File: config.mk
export PLATFORM = sky130hd
export DESIGN_NAME = lsd_command_unit
export DESIGN_NICKNAME = d
export VERILOG_FILES = /design/src/lsd_pkg.sv /design/src/lsd_dram.sv /design/src/lsd_command_unit.sv
export SDC_FILE = /design/constraint.sdc
export NUM_CORES = 2
export LEC_CHECK = 0
export BUFFER_PORTS_ARGS = -buffer_cell sky130_fd_sc_hd__buf_2
export CORE_ASPECT_RATIO = 0.8
export CORE_MARGIN = 3
export CORE_UTILIZATION = 64
export CTS_CLUSTER_SIZE = 16
export DETAILED_ROUTE_END_ITERATION = 16
export PLACE_DENSITY = 0.77
export SKIP_CTS_REPAIR_TIMING = 1
export SYNTH_ARGS = -nofsm -noshare
export SYNTH_HDL_FRONTEND = slang
export SYNTH_HIERARCHICAL = 1
export SYNTH_SLANG_ARGS = --single-unit
File: constraint.sdc
create_clock -name clk_i -period 5.71 [get_ports clk_i]
set_clock_uncertainty 0.1 [all_clocks]
set_input_delay 0.8565 -clock clk_i [delete_from_list [all_inputs] [get_ports clk_i]]
set_output_delay 0.8565 -clock clk_i [all_outputs]
set_load 0.01 [all_outputs]
File: src/lsd_pkg.sv
/*
 lsd_pkg: constants, command codes and carrier types for the
 segment LCD driver command unit.
 Assumes nothing beyond a SystemVerilog compile of this file first.
*/
package lsd_pkg;
   // ----------------------------------------
   // geometry
   // ----------------------------------------
   localparam int DATA_W = 8;
   localparam logic [6:0] COL_LAST = 7'h4F;
   localparam logic [6:0] COL_STOP = 7'h50;
   localparam logic [8:0] RAM_COLS = 9'h050;
   localparam int RAM_BYTES = 320;

   // ----------------------------------------
   // command codes and decode masks
   // ----------------------------------------
   localparam logic [7:0] CMD_DISP_OFF = 8'hAE;
   localparam logic [7:0] CMD_DISP_ON = 8'hAF;
   localparam logic [7:0] CMD_ADC_NORM = 8'hA0;
   localparam logic [7:0] CMD_ADC_INV = 8'hA1;
   localparam logic [7:0] CMD_STATIC_OFF = 8'hA4;
   localparam logic [7:0] CMD_STATIC_ON = 8'hA5;
   localparam logic [7:0] CMD_DUTY_THIRD = 8'hA8;
   localparam logic [7:0] CMD_DUTY_QUARTER = 8'hA9;
   localparam logic [7:0] CMD_RMW = 8'hE0;
   localparam logic [7:0] CMD_RMW_END = 8'hEE;
   localparam logic [7:0] CMD_SOFT_RESET = 8'hE2;
   localparam logic [7:0] START_MASK = 8'hE0;
   localparam logic [7:0] START_BASE = 8'hC0;
   localparam logic [7:0] PAGE_MASK = 8'hFC;
   localparam logic [7:0] PAGE_BASE = 8'hB8;

   // ----------------------------------------
   // status byte field positions
   // ----------------------------------------
   localparam int ST_BUSY_BIT = 7;
   localparam int ST_ADC_BIT = 6;
   localparam int ST_OFF_BIT = 5;
   localparam int ST_RST_BIT = 4;

   // ----------------------------------------
   // values after reset
   // ----------------------------------------
   localparam logic [4:0] RST_START = 5'h00;
   localparam logic [6:0] RST_COL = 7'h00;
   localparam logic [1:0] RST_PAGE = 2'h0;
   localparam logic RST_DISPLAY_ON = 1'b0;
   localparam logic RST_STATIC = 1'b0;
   localparam logic RST_DUTY_QUARTER = 1'b1;
   localparam logic RST_SEG_NORMAL = 1'b1;

   // ----------------------------------------
   // busy times in clock cycles
   // ----------------------------------------
   localparam logic [3:0] CMD_BUSY_CYCLES = 4'h2;
   localparam logic [3:0] RESET_BUSY_CYCLES = 4'h8;

   typedef enum logic [1:0] {
      LSD_IDLE = 2'b00,
      LSD_EXEC = 2'b01,
      LSD_RESET = 2'b10
   } lsd_state_t;

   typedef struct packed {
      logic reg_select;
      logic rd_n;
      logic wr_n;
      logic [7:0] data;
   } lsd_host_bus_t;

   typedef struct packed {
      logic display_on;
      logic static_drive;
      logic duty_quarter;
      logic seg_normal;
      logic power_save;
      logic [4:0] start_line;
   } lsd_drive_t;

   function automatic logic [8:0] lsd_ram_index(input logic [1:0] page,
                                                 input logic [6:0] col);
      return 9'(page) * RAM_COLS + 9'(col);
   endfunction : lsd_ram_index
endpackage : lsd_pkg

File: src/lsd_dram.sv
/*
 lsd_dram: display RAM of 4 pages by 80 columns of bytes, one write
 port, a host read port and a scan read port, both combinational.
 Assumes callers keep columns below 80 for writes.
*/
`timescale 1ns/10ps
`default_nettype none
module lsd_dram
   import lsd_pkg::*;
(
   input wire logic clk_i,
   input wire logic wr_en_i,
   input wire logic [1:0] page_i,
   input wire logic [6:0] col_i,
   input wire logic [7:0] wr_data_i,
   output logic [7:0] rd_data_o,
   input wire logic [1:0] scan_page_i,
   input wire logic [6:0] scan_col_i,
   output logic [7:0] scan_data_o
);
   // contents are kept across every reset, so no reset here
   logic [7:0] mem [RAM_BYTES];

   always_ff @(posedge clk_i) begin
      if (wr_en_i) begin
         mem[lsd_ram_index(page_i, col_i)] <= wr_data_i;
      end
   end

   // columns past the last one read as zero
   always_comb begin
      rd_data_o = 8'h00;
      scan_data_o = 8'h00;
      if (col_i < COL_STOP) begin
         rd_data_o = mem[lsd_ram_index(page_i, col_i)];
      end
      if (scan_col_i < COL_STOP) begin
         scan_data_o = mem[lsd_ram_index(scan_page_i, scan_col_i)];
      end
   end
endmodule : lsd_dram
`default_nettype wire

File: src/lsd_command_unit.sv
/*
 lsd_command_unit: host command decoder, address counters, status
 and I/O latch of a segment LCD driver, plus scan-side address mapping.
 Assumes host strobes and data are synchronous to clk_i and that each
 strobe stays low at least two cycles.
*/
`timescale 1ns/10ps
`default_nettype none
module lsd_command_unit
   import lsd_pkg::*;
(
   input wire logic clk_i,
   input wire logic sys_rst_i,
   input wire logic hw_reset_pin_n_i,
   input wire lsd_host_bus_t host_bus_i,
   output logic [7:0] data_o,
   output logic data_oe_o,
   input wire logic [1:0] scan_common_i,
   input wire logic [6:0] scan_seg_i,
   output logic scan_pixel_o,
   output logic [3:0] common_select_o,
   output var lsd_drive_t drive_o,
   output logic lcd_halt_o,
   output logic ext_clk_block_o
);
   // ----------------------------------------
   // declarations
   // ----------------------------------------
   lsd_state_t state;
   logic [3:0] busy_cnt;
   logic rd_prev;
   logic wr_prev;
   logic rd_take;
   logic wr_take;
   logic hw_rst;
   logic busy;
   logic resetting;
   logic cmd_take;
   logic dwr_take;
   logic drd_take;
   logic srd_take;
   logic [7:0] cmd;
   logic display_on;
   logic static_drive;
   logic duty_quarter;
   logic seg_normal;
   logic power_save;
   logic [4:0] start_line;
   logic [1:0] page;
   logic [6:0] col;
   logic rmw;
   logic [6:0] rmw_col;
   logic [7:0] io_latch;
   logic [7:0] ram_rd;
   logic [7:0] status;
   logic ram_wr_en;
   logic [4:0] scan_line;
   logic [6:0] scan_col;
   logic [7:0] scan_data;
   logic common_in_duty;

   // ----------------------------------------
   // column counter step
   // ----------------------------------------
   // saturates at the stop column so a long burst cannot wrap onto column 0
   function automatic logic [6:0] col_next(input logic [6:0] c);
      return (c < COL_STOP) ? c + 7'h01 : c;
   endfunction : col_next

   // ----------------------------------------
   // host strobe edges and transfer split
   // ----------------------------------------
   always_ff @(posedge clk_i or posedge sys_rst_i) begin
      if (sys_rst_i) begin
         rd_prev <= 1'b1;
         wr_prev <= 1'b1;
      end else begin
         rd_prev <= host_bus_i.rd_n;
         wr_prev <= host_bus_i.wr_n;
      end
   end

   // one transfer per strobe: only the falling edge counts
   assign rd_take = rd_prev & ~host_bus_i.rd_n;
   assign wr_take = wr_prev & ~host_bus_i.wr_n;
   assign hw_rst = ~hw_reset_pin_n_i;
   assign cmd = host_bus_i.data;
   assign cmd_take = wr_take & ~host_bus_i.reg_select & ~busy;
   assign dwr_take = wr_take & host_bus_i.reg_select & ~busy;
   assign drd_take = rd_take & host_bus_i.reg_select & ~busy;
   assign srd_take = rd_take & ~host_bus_i.reg_select;
   assign data_oe_o = ~host_bus_i.rd_n;

   // ----------------------------------------
   // busy sequencing
   // ----------------------------------------
   assign busy = (state != LSD_IDLE) | hw_rst;
   assign resetting = (state == LSD_RESET) | hw_rst;

   // a pin reset reloads the count on every cycle it is held, so busy
   // covers the whole pulse and then the full tail after it
   always_ff @(posedge clk_i or posedge sys_rst_i) begin
      if (sys_rst_i) begin
         state <= LSD_IDLE;
         busy_cnt <= 4'h0;
      end else if (hw_rst) begin
         state <= LSD_RESET;
         busy_cnt <= RESET_BUSY_CYCLES;
      end else begin
         case (state)
            LSD_IDLE: begin
               if (cmd_take && cmd == CMD_SOFT_RESET) begin
                  state <= LSD_RESET;
                  busy_cnt <= RESET_BUSY_CYCLES;
               end else if (cmd_take) begin
                  state <= LSD_EXEC;
                  busy_cnt <= CMD_BUSY_CYCLES;
               end
            end
            LSD_EXEC, LSD_RESET: begin
               if (busy_cnt == 4'h1) begin
                  state <= LSD_IDLE;
                  busy_cnt <= 4'h0;
               end else begin
                  busy_cnt <= busy_cnt - 4'h1;
               end
            end
            default: begin
               state <= LSD_IDLE;
               busy_cnt <= 4'h0;
            end
         endcase
      end
   end

   // ----------------------------------------
   // drive mode settings
   // ----------------------------------------
   always_ff @(posedge clk_i or posedge sys_rst_i) begin
      if (sys_rst_i) begin
         display_on <= RST_DISPLAY_ON;
         static_drive <= RST_STATIC;
         duty_quarter <= RST_DUTY_QUARTER;
         seg_normal <= RST_SEG_NORMAL;
      end else if (hw_rst) begin
         display_on <= RST_DISPLAY_ON;
         static_drive <= RST_STATIC;
         duty_quarter <= RST_DUTY_QUARTER;
         seg_normal <= RST_SEG_NORMAL;
      end else if (cmd_take) begin
         case (cmd)
            CMD_DISP_OFF, CMD_DISP_ON: begin
               display_on <= cmd[0];
            end
            CMD_ADC_NORM, CMD_ADC_INV: begin
               seg_normal <= ~cmd[0];
            end
            CMD_STATIC_OFF, CMD_STATIC_ON: begin
               static_drive <= cmd[0];
            end
            CMD_DUTY_THIRD, CMD_DUTY_QUARTER: begin
               duty_quarter <= cmd[0];
            end
            default: begin
               display_on <= display_on;
            end
         endcase
      end
   end

   // settings are held in power save; only the drive stops
   assign power_save = static_drive & ~display_on;
   // the clock gate shares the halt term so both stop in the same cycle
   assign lcd_halt_o = power_save;
   assign ext_clk_block_o = power_save;

   // ----------------------------------------
   // start line, page and column registers
   // ----------------------------------------
   // a column set inside read-modify-write is taken as written; the end
   // command still returns to the column saved on entry
   always_ff @(posedge clk_i or posedge sys_rst_i) begin
      if (sys_rst_i) begin
         start_line <= RST_START;
         page <= RST_PAGE;
         col <= RST_COL;
         rmw <= 1'b0;
         rmw_col <= RST_COL;
      end else if (hw_rst) begin
         start_line <= RST_START;
         page <= RST_PAGE;
         col <= RST_COL;
         rmw <= 1'b0;
         rmw_col <= RST_COL;
      end else if (cmd_take) begin
         if ((cmd & START_MASK) == START_BASE) begin
            start_line <= cmd[4:0];
         end else if ((cmd & PAGE_MASK) == PAGE_BASE) begin
            page <= cmd[1:0];
         end else if (!cmd[7]) begin
            col <= cmd[6:0];
         end else if (cmd == CMD_RMW) begin
            rmw <= 1'b1;
            rmw_col <= col;
         end else if (cmd == CMD_RMW_END) begin
            rmw <= 1'b0;
            if (rmw) begin
               col <= rmw_col;
            end
         end else if (cmd == CMD_SOFT_RESET) begin
            start_line <= RST_START;
            page <= RST_PAGE;
            col <= RST_COL;
         end
      end else if (dwr_take) begin
         col <= col_next(col);
      end else if (drd_take && !rmw) begin
         col <= col_next(col);
      end
   end

   // ----------------------------------------
   // display RAM
   // ----------------------------------------
   // writes at the stop column are dropped, there is no cell there
   assign ram_wr_en = dwr_take & (col < COL_STOP);

   lsd_dram u_dram (
      .clk_i(clk_i),
      .wr_en_i(ram_wr_en),
      .page_i(page),
      .col_i(col),
      .wr_data_i(host_bus_i.data),
      .rd_data_o(ram_rd),
      .scan_page_i(scan_line[4:3]),
      .scan_col_i(scan_col),
      .scan_data_o(scan_data)
   );

   // ----------------------------------------
   // read path: status and pipelined data latch
   // ----------------------------------------
   always_comb begin
      status = 8'h00;
      status[ST_BUSY_BIT] = busy;
      status[ST_ADC_BIT] = seg_normal;
      status[ST_OFF_BIT] = ~display_on;
      status[ST_RST_BIT] = resetting;
   end

   // the latch holds the byte fetched by the previous read, hence the
   // dummy read the host owes after moving the column
   always_ff @(posedge clk_i or posedge sys_rst_i) begin
      if (sys_rst_i) begin
         io_latch <= 8'h00;
      end else if (drd_take) begin
         io_latch <= ram_rd;
      end
   end

   always_ff @(posedge clk_i or posedge sys_rst_i) begin
      if (sys_rst_i) begin
         data_o <= 8'h00;
         // status reads are never refused, so busy can be polled at any time
      end else if (srd_take) begin
         data_o <= status;
      end else if (drd_take) begin
         data_o <= io_latch;
      end
   end

   // ----------------------------------------
   // scan side mapping
   // ----------------------------------------
   // five-bit sum wraps past line 31 on its own
   assign scan_line = start_line + {3'b000, scan_common_i};
   assign scan_col = seg_normal ? scan_seg_i : COL_LAST - scan_seg_i;
   // third duty leaves the fourth common dark outside static drive, and its pixels blank
   assign common_in_duty = duty_quarter | (scan_common_i != 2'h3);

   always_ff @(posedge clk_i or posedge sys_rst_i) begin
      if (sys_rst_i) begin
         scan_pixel_o <= 1'b0;
      end else if (power_save || !(display_on || static_drive)) begin
         scan_pixel_o <= 1'b0;
      end else begin
         scan_pixel_o <= scan_data[scan_line[2:0]] & common_in_duty;
      end
   end

   always_ff @(posedge clk_i or posedge sys_rst_i) begin
      if (sys_rst_i) begin
         common_select_o <= 4'h0;
      end else if (power_save) begin
         common_select_o <= 4'h0;
      end else if (static_drive) begin
         common_select_o <= 4'hF;
      end else if (display_on && common_in_duty) begin
         common_select_o <= 4'h1 << scan_common_i;
      end else begin
         common_select_o <= 4'h0;
      end
   end

   // ----------------------------------------
   // drive state to the waveform side
   // ----------------------------------------
   always_comb begin
      drive_o.display_on = display_on;
      drive_o.static_drive = static_drive;
      drive_o.duty_quarter = duty_quarter;
      drive_o.seg_normal = seg_normal;
      drive_o.power_save = power_save;
      drive_o.start_line = start_line;
   end
endmodule : lsd_command_unit
`default_nettype wire

* After elaboration in Yosys (flattened, before gate mapping)
Memory sizes are Yosys's and may differ from the RTL's. Index checks and enable logic that the tools add are counted.
Word-level totals: bits in registers 55, memory bits (writable) 2560, input bits 23, output and inout bits 26, word-level logic and storage cells 197, memories kept 1
Memories:
- u_dram.mem | words 320, bits a word 8, rd ports 2, clocked after Yosys merged registers in 0, write ports 1, line lsd_dram.sv:22 | logic [7:0] mem [RAM_BYTES];
Operators by class: $add $sub $neg 6, multiply operators 2, order comparisons 3, eq/ne operators 44, shifts and indexed selects 1, multiplexer cells 76, bitwise gates (word level) 22, reduce and logical (&&, ||, !) cells 25
Operators with widths (number):
- $mux 7 | 19
- $eq 8x8->1 const B | 11
- $mux 5 | 8
- $mux 8 | 4
- $mux 4 | 7
- $mux 2 | 12
- $ne 3x3->1 const B | 8
- $mux 1 | 23
- $add 9x7->9 | 2
- $reduce_and 6->1 | 3
- $ne 3x1->1 const B | 5
- $lt 7x7->1 const B | 2
- $ne 2x1->1 const B | 7
- $and 1x1->1 | 12
- $mul 2x3->5 const B | 2
- $reduce_and 2->1 | 5
- $reduce_and 5->1 | 2
- $reduce_or 2->1 | 5
- $ne 4x4->1 const B | 2
- $pmux 4 s2 | 1
- $add 7x1->7 const B | 1
- $not 1->1 | 7
- $sub 7x7->7 const A | 1
- $eq 6x6->1 const B | 1
- other kinds (20) | 29

* Depth between registers and ports, before layout
depth in word-level cells 9, gate-level depth with buffers 19

* Modules after synthesis
The synthesis kept the hierarchy.
By module, submodules not included:
- lsd_dram | instances 1, cells each 6096, area an instance 119303.2 µm²
- lsd_command_unit | instances 1, cells each 327, area an instance 3108.0 µm²

* Least setup slack after synthesis
No wires, ideal clock.
path kind input -> register, start input port scan_common_i[0], end register scan_pixel_o, data arrival time 4.697 ns, data required time 5.490 ns, slack 0.793 ns, stages 17, buffers on the path 1, path through ha_1 fa_1 nand3_1 xnor2_1 inv_1 fa_1 xor2_1 nand2_1 clkbuf_1 nor2_1 a22o_1 or4_1 a21oi_1 or3_1 mux4_2 mux2i_1 nor2_1
On the way: word-level cells in the longest chain between the ends 9, elaborated cells on any way between the ends 11
RTL lines:
- start: declaration | line lsd_command_unit.sv:18 | input wire logic [1:0] scan_common_i,
- $add 5x2->5 | line lsd_command_unit.sv:276 | assign scan_line = start_line + {3'b000, scan_common_i};
- via scan_line[4] | line lsd_command_unit.sv:57 | logic [4:0] scan_line;
- $mul 2x3->5 | line lsd_pkg.sv:84 | return 9'(page) * RAM_COLS + 9'(col);
- $add 9x7->9 | line lsd_pkg.sv:84
- $mem_v2 320x8
- $mux 8 | line lsd_dram.sv:37 | if (scan_col_i < COL_STOP) begin
- via scan_data[3] | line lsd_command_unit.sv:59 | logic [7:0] scan_data;
- $bmux 1 s3 | line lsd_command_unit.sv:287 | scan_pixel_o <= scan_data[scan_line[2:0]] & common_in_duty;
- $mux 1 (implied by the code) | line lsd_command_unit.sv:287
- $and 1x1->1 | line lsd_command_unit.sv:287
- $mux 1 | line lsd_command_unit.sv:284 | end else if (power_save || !(display_on || static_drive)) begin
- end signal: assignment | line lsd_command_unit.sv:287
- end: declaration | line lsd_command_unit.sv:20 | output logic scan_pixel_o,
The timed path passes the listed nets, and every way through them passes these cells. The select of a mux whose other input is x is not followed. A chain may end at the register's enable or synchronous reset.

* Worst setup path after layout
start register start_line[0], end register scan_pixel_o
On the way: word-level cells in the longest chain between the ends 9
RTL lines:
- start: declaration | line lsd_command_unit.sv:48 | logic [4:0] start_line;
- start signal: assignment | line lsd_command_unit.sv:197 | start_line <= cmd[4:0];
- $add 5x2->5 | line lsd_command_unit.sv:276
- via scan_line[4] | line lsd_command_unit.sv:57
- $mul 2x3->5 | line lsd_pkg.sv:84
- $add 9x7->9 | line lsd_pkg.sv:84
- $mem_v2 320x8
- $mux 8 | line lsd_dram.sv:37
- via scan_data[5] | line lsd_command_unit.sv:59
- $bmux 1 s3 | line lsd_command_unit.sv:287
- $mux 1 (implied by the code) | line lsd_command_unit.sv:287
- $and 1x1->1 | line lsd_command_unit.sv:287
- $mux 1 | line lsd_command_unit.sv:284
The timed path passes the listed nets, and every way through them passes these cells. The select of a mux whose other input is x is not followed.

==> run metrics <==
Top Ports=49; Post-DRT Antenna Nets=0; cells after synthesis=6423; overall via count from detail_route=77043; H-Tree Depth=5; synthesized flop and latch total=2615; CTS Sinks=2615; clock share of power=0.343; routed len/inst=45.3 um; Seq/Total Area, Yosys=0.639; largest net degree at the start of global routing=195; min Tclk post-route=5.68 ns; worst-path fanout max=17; sw frac=0.287; Overflow after GRT=0; final hold vios=0; CORE AREA=0.189 mm2; Worst Tran Pin Value=1.37 ns; Reg clk slew, reported paths=0.06 ns; FF+latch area=0.0783 mm2; synth warn=6; Final nets=6741; VDD IR max=0.381 mV; multi-input gate area in the final layout=0.0416 mm2; mapped cell area=0.122 mm2; fraction of registers with async set/reset=0.0210; reg2reg setup slack=0.03 ns; Port Buffer Count=48; unrepaired setup endpoints after global routing=false; Netlist cell types=79; Finished Cell Area=0.136 mm2; Starting DRT DRC Count=14752; Max transition margin=0.0879; worst r2r path cells=15; GRT Resource Usage Total=0.439; FILL cells=11022; Synth area leaders=edfxtp_1, mux4_2, mux2i_1, a22oi_1, nor2_1; count leader, synth=edfxtp_1; share of cells above drive strength 1=0.322; number of synthesized flops with an enable pin=2560; global-route wire length before repair=592000 um; reg-to-reg endpoint=scan_pixel_o$_DFF_PP0_; Worst-Skew Late Latency=0.94 ns; kind of critical path=reg2reg; Root Driver=clkbuf_16; Fmax=0.176 GHz; P_int=34.6 mW; area grow syn2layout=11.2%; final setup fails=0; Comb pwr share=0.218; clock buffer depth=4; hold crit path type=in2async; fin crit share=0.995; Worst setup SP type=flip-flop; Power per Cell Area=357 mW/mm2; die width=495 um; drt drc=0; Slew Limit Fails=0; Die Y=397 um; Core Rows=142; critical path endpoint=scan_pixel_o$_DFF_PP0_; syn nets=6464; RePlAce Congestion=1.02; leakage power=42.6 nW; Synth Flop Type=edfxtp_1; Detailed Place HPWL=287000 um; first drt pass iteration count=10; routed wire length=427000 um; CP Data Required Time=6.38 ns; worst hold margin=0.0796 ns; area leader, netlist=edfxtp_1; status=completed; vias in the first global route=74192; max-cap violations=0; Via density=8.18; worst path arrival time=6.34 ns; initial antenna violation count=36; top cells by count, synth=edfxtp_1, mux4_2, nor2_1; Syn Area/Cell=19.1 um2; Sequential Power Share=0.439; full die area=0.197 mm2; Worst Setup SP=start_line[0]$_DFFE_PP0P_; Initial Utilization=0.649; Worst R2R Start=start_line[0]$_DFFE_PP0P_; CTS buffer count=274; NetSw=14.0 mW; post-synth top area share=0.628; TritonCTS clock tree=done; placed inst area=0.128 mm2; crit end category=flip-flop; setup TNS=0 ns
==> through the flow <==
stage                     utilization  total power, mW  setup WS [ns]  instances
after CTS                       0.721             48.2          0.131       9386
after global placement          0.679             31.8         -0.517       8942
final                           0.722             48.6         0.0313       9418
after global routing            0.721             49.4         0.0374       9389
after detailed placement        0.679             31.8         -0.449       8942
after floorplan                     -             27.5          0.793       6423
==> placed cells by master, fill, tap and decap left out, types with 76 or more instances in the layout <==
master        n
edfxtp_1   2560
mux4_2     1244
buf_4       415
nor2_1      365
mux2i_1     304
clkbuf_16   278
a22oi_1     270
nand2_1     139
a21oi_1     138
buf_12       76
==> kinds of logic after synthesis <==
| logic type | after synthesis | share of synthesized area |
|---|---|---|
| simple gates | 782 | 0.0289 |
| mux | 1564 | 0.255 |
| fa+ha+maj | 18 | 0.00202 |
| flops | 2615 | 0.639 |
| buf+inv | 564 | 0.0229 |
| compound gates | 866 | 0.0506 |
| xor+xnor | 14 | 0.00100 |
==> layout make-up <==
type                       count  area share
sequential                  2615       0.575
multi-input combinational   3244       0.305
clock buffer                 330      0.0527
timing repair buffer         541      0.0366
tap                         2520      0.0232
clock inverter               114     0.00614
inverter                      24    0.000717
antenna                       30    0.000551
==> sequential cells by signal, summed over array words and instances (netlist names), 4 cells and up <==
register and count:
col 7, u_dram/mem 2560, rmw_col 7, busy_cnt 4, data_o 8, io_latch 8
start_line 5, common_select_o 4
==> worst min-delay path by stage <==
stage,slack [ns],from,cells after the start,endpoint
6_report,0.08,sys_rst_i,3,start_line[0]$_DFFE_PP0P_
5_1_grt,0.12,sys_rst_i,3,start_line[4]$_DFFE_PP0P_
4_1_cts,-0.05,host_bus_i[9],1,rd_prev$_DFF_PP1_
3_5_place_dp,0.37,data_o[6]$_DFFE_PP0P_,2,data_o[6]$_DFFE_PP0P_
3_3_place_gp,0.37,io_latch[1]$_DFFE_PP0P_,2,data_o[1]$_DFFE_PP0P_
2_1_floorplan,0.35,io_latch[4]$_DFFE_PP0P_,2,data_o[4]$_DFFE_PP0P_
==> power groups by stage <==
stage	clock network, mW	registers [mW]	logic [mW]
detailed placement	0	21.7	10.1
CTS	16.7	21.3	10.1
global placement	0	21.7	10.0
floorplan	0	21.6	5.89
finish	16.7	21.3	10.6
global route	17.4	21.3	10.6
==> per-layer routing <==
metal,vias to the layer above,global-route usage,part of all wire
li1,28241,-,-
met1,39892,0.604,0.33
met4,30,0.198,0.056
met2,7556,0.605,0.43
met3,1324,0.207,0.19
met5,-,0.000246,0.00054
==> critical path: stages, from the launching register on <==
cell and delay, ns:
dfrtp_1 0.37, ha_1 0.19, fa_1 0.23, nand3_1 0.11, xnor2_1 0.68, inv_1 0.20, fa_1 0.52, xnor2_2 0.24
buf_4 0.32, nand2_1 0.39, a211oi_1 0.74, nor3_1 0.32, or3_1 0.44, mux4_2 0.45, mux2i_1 0.14, nor2_1 0.07
(Power assumes the default switching activity.)
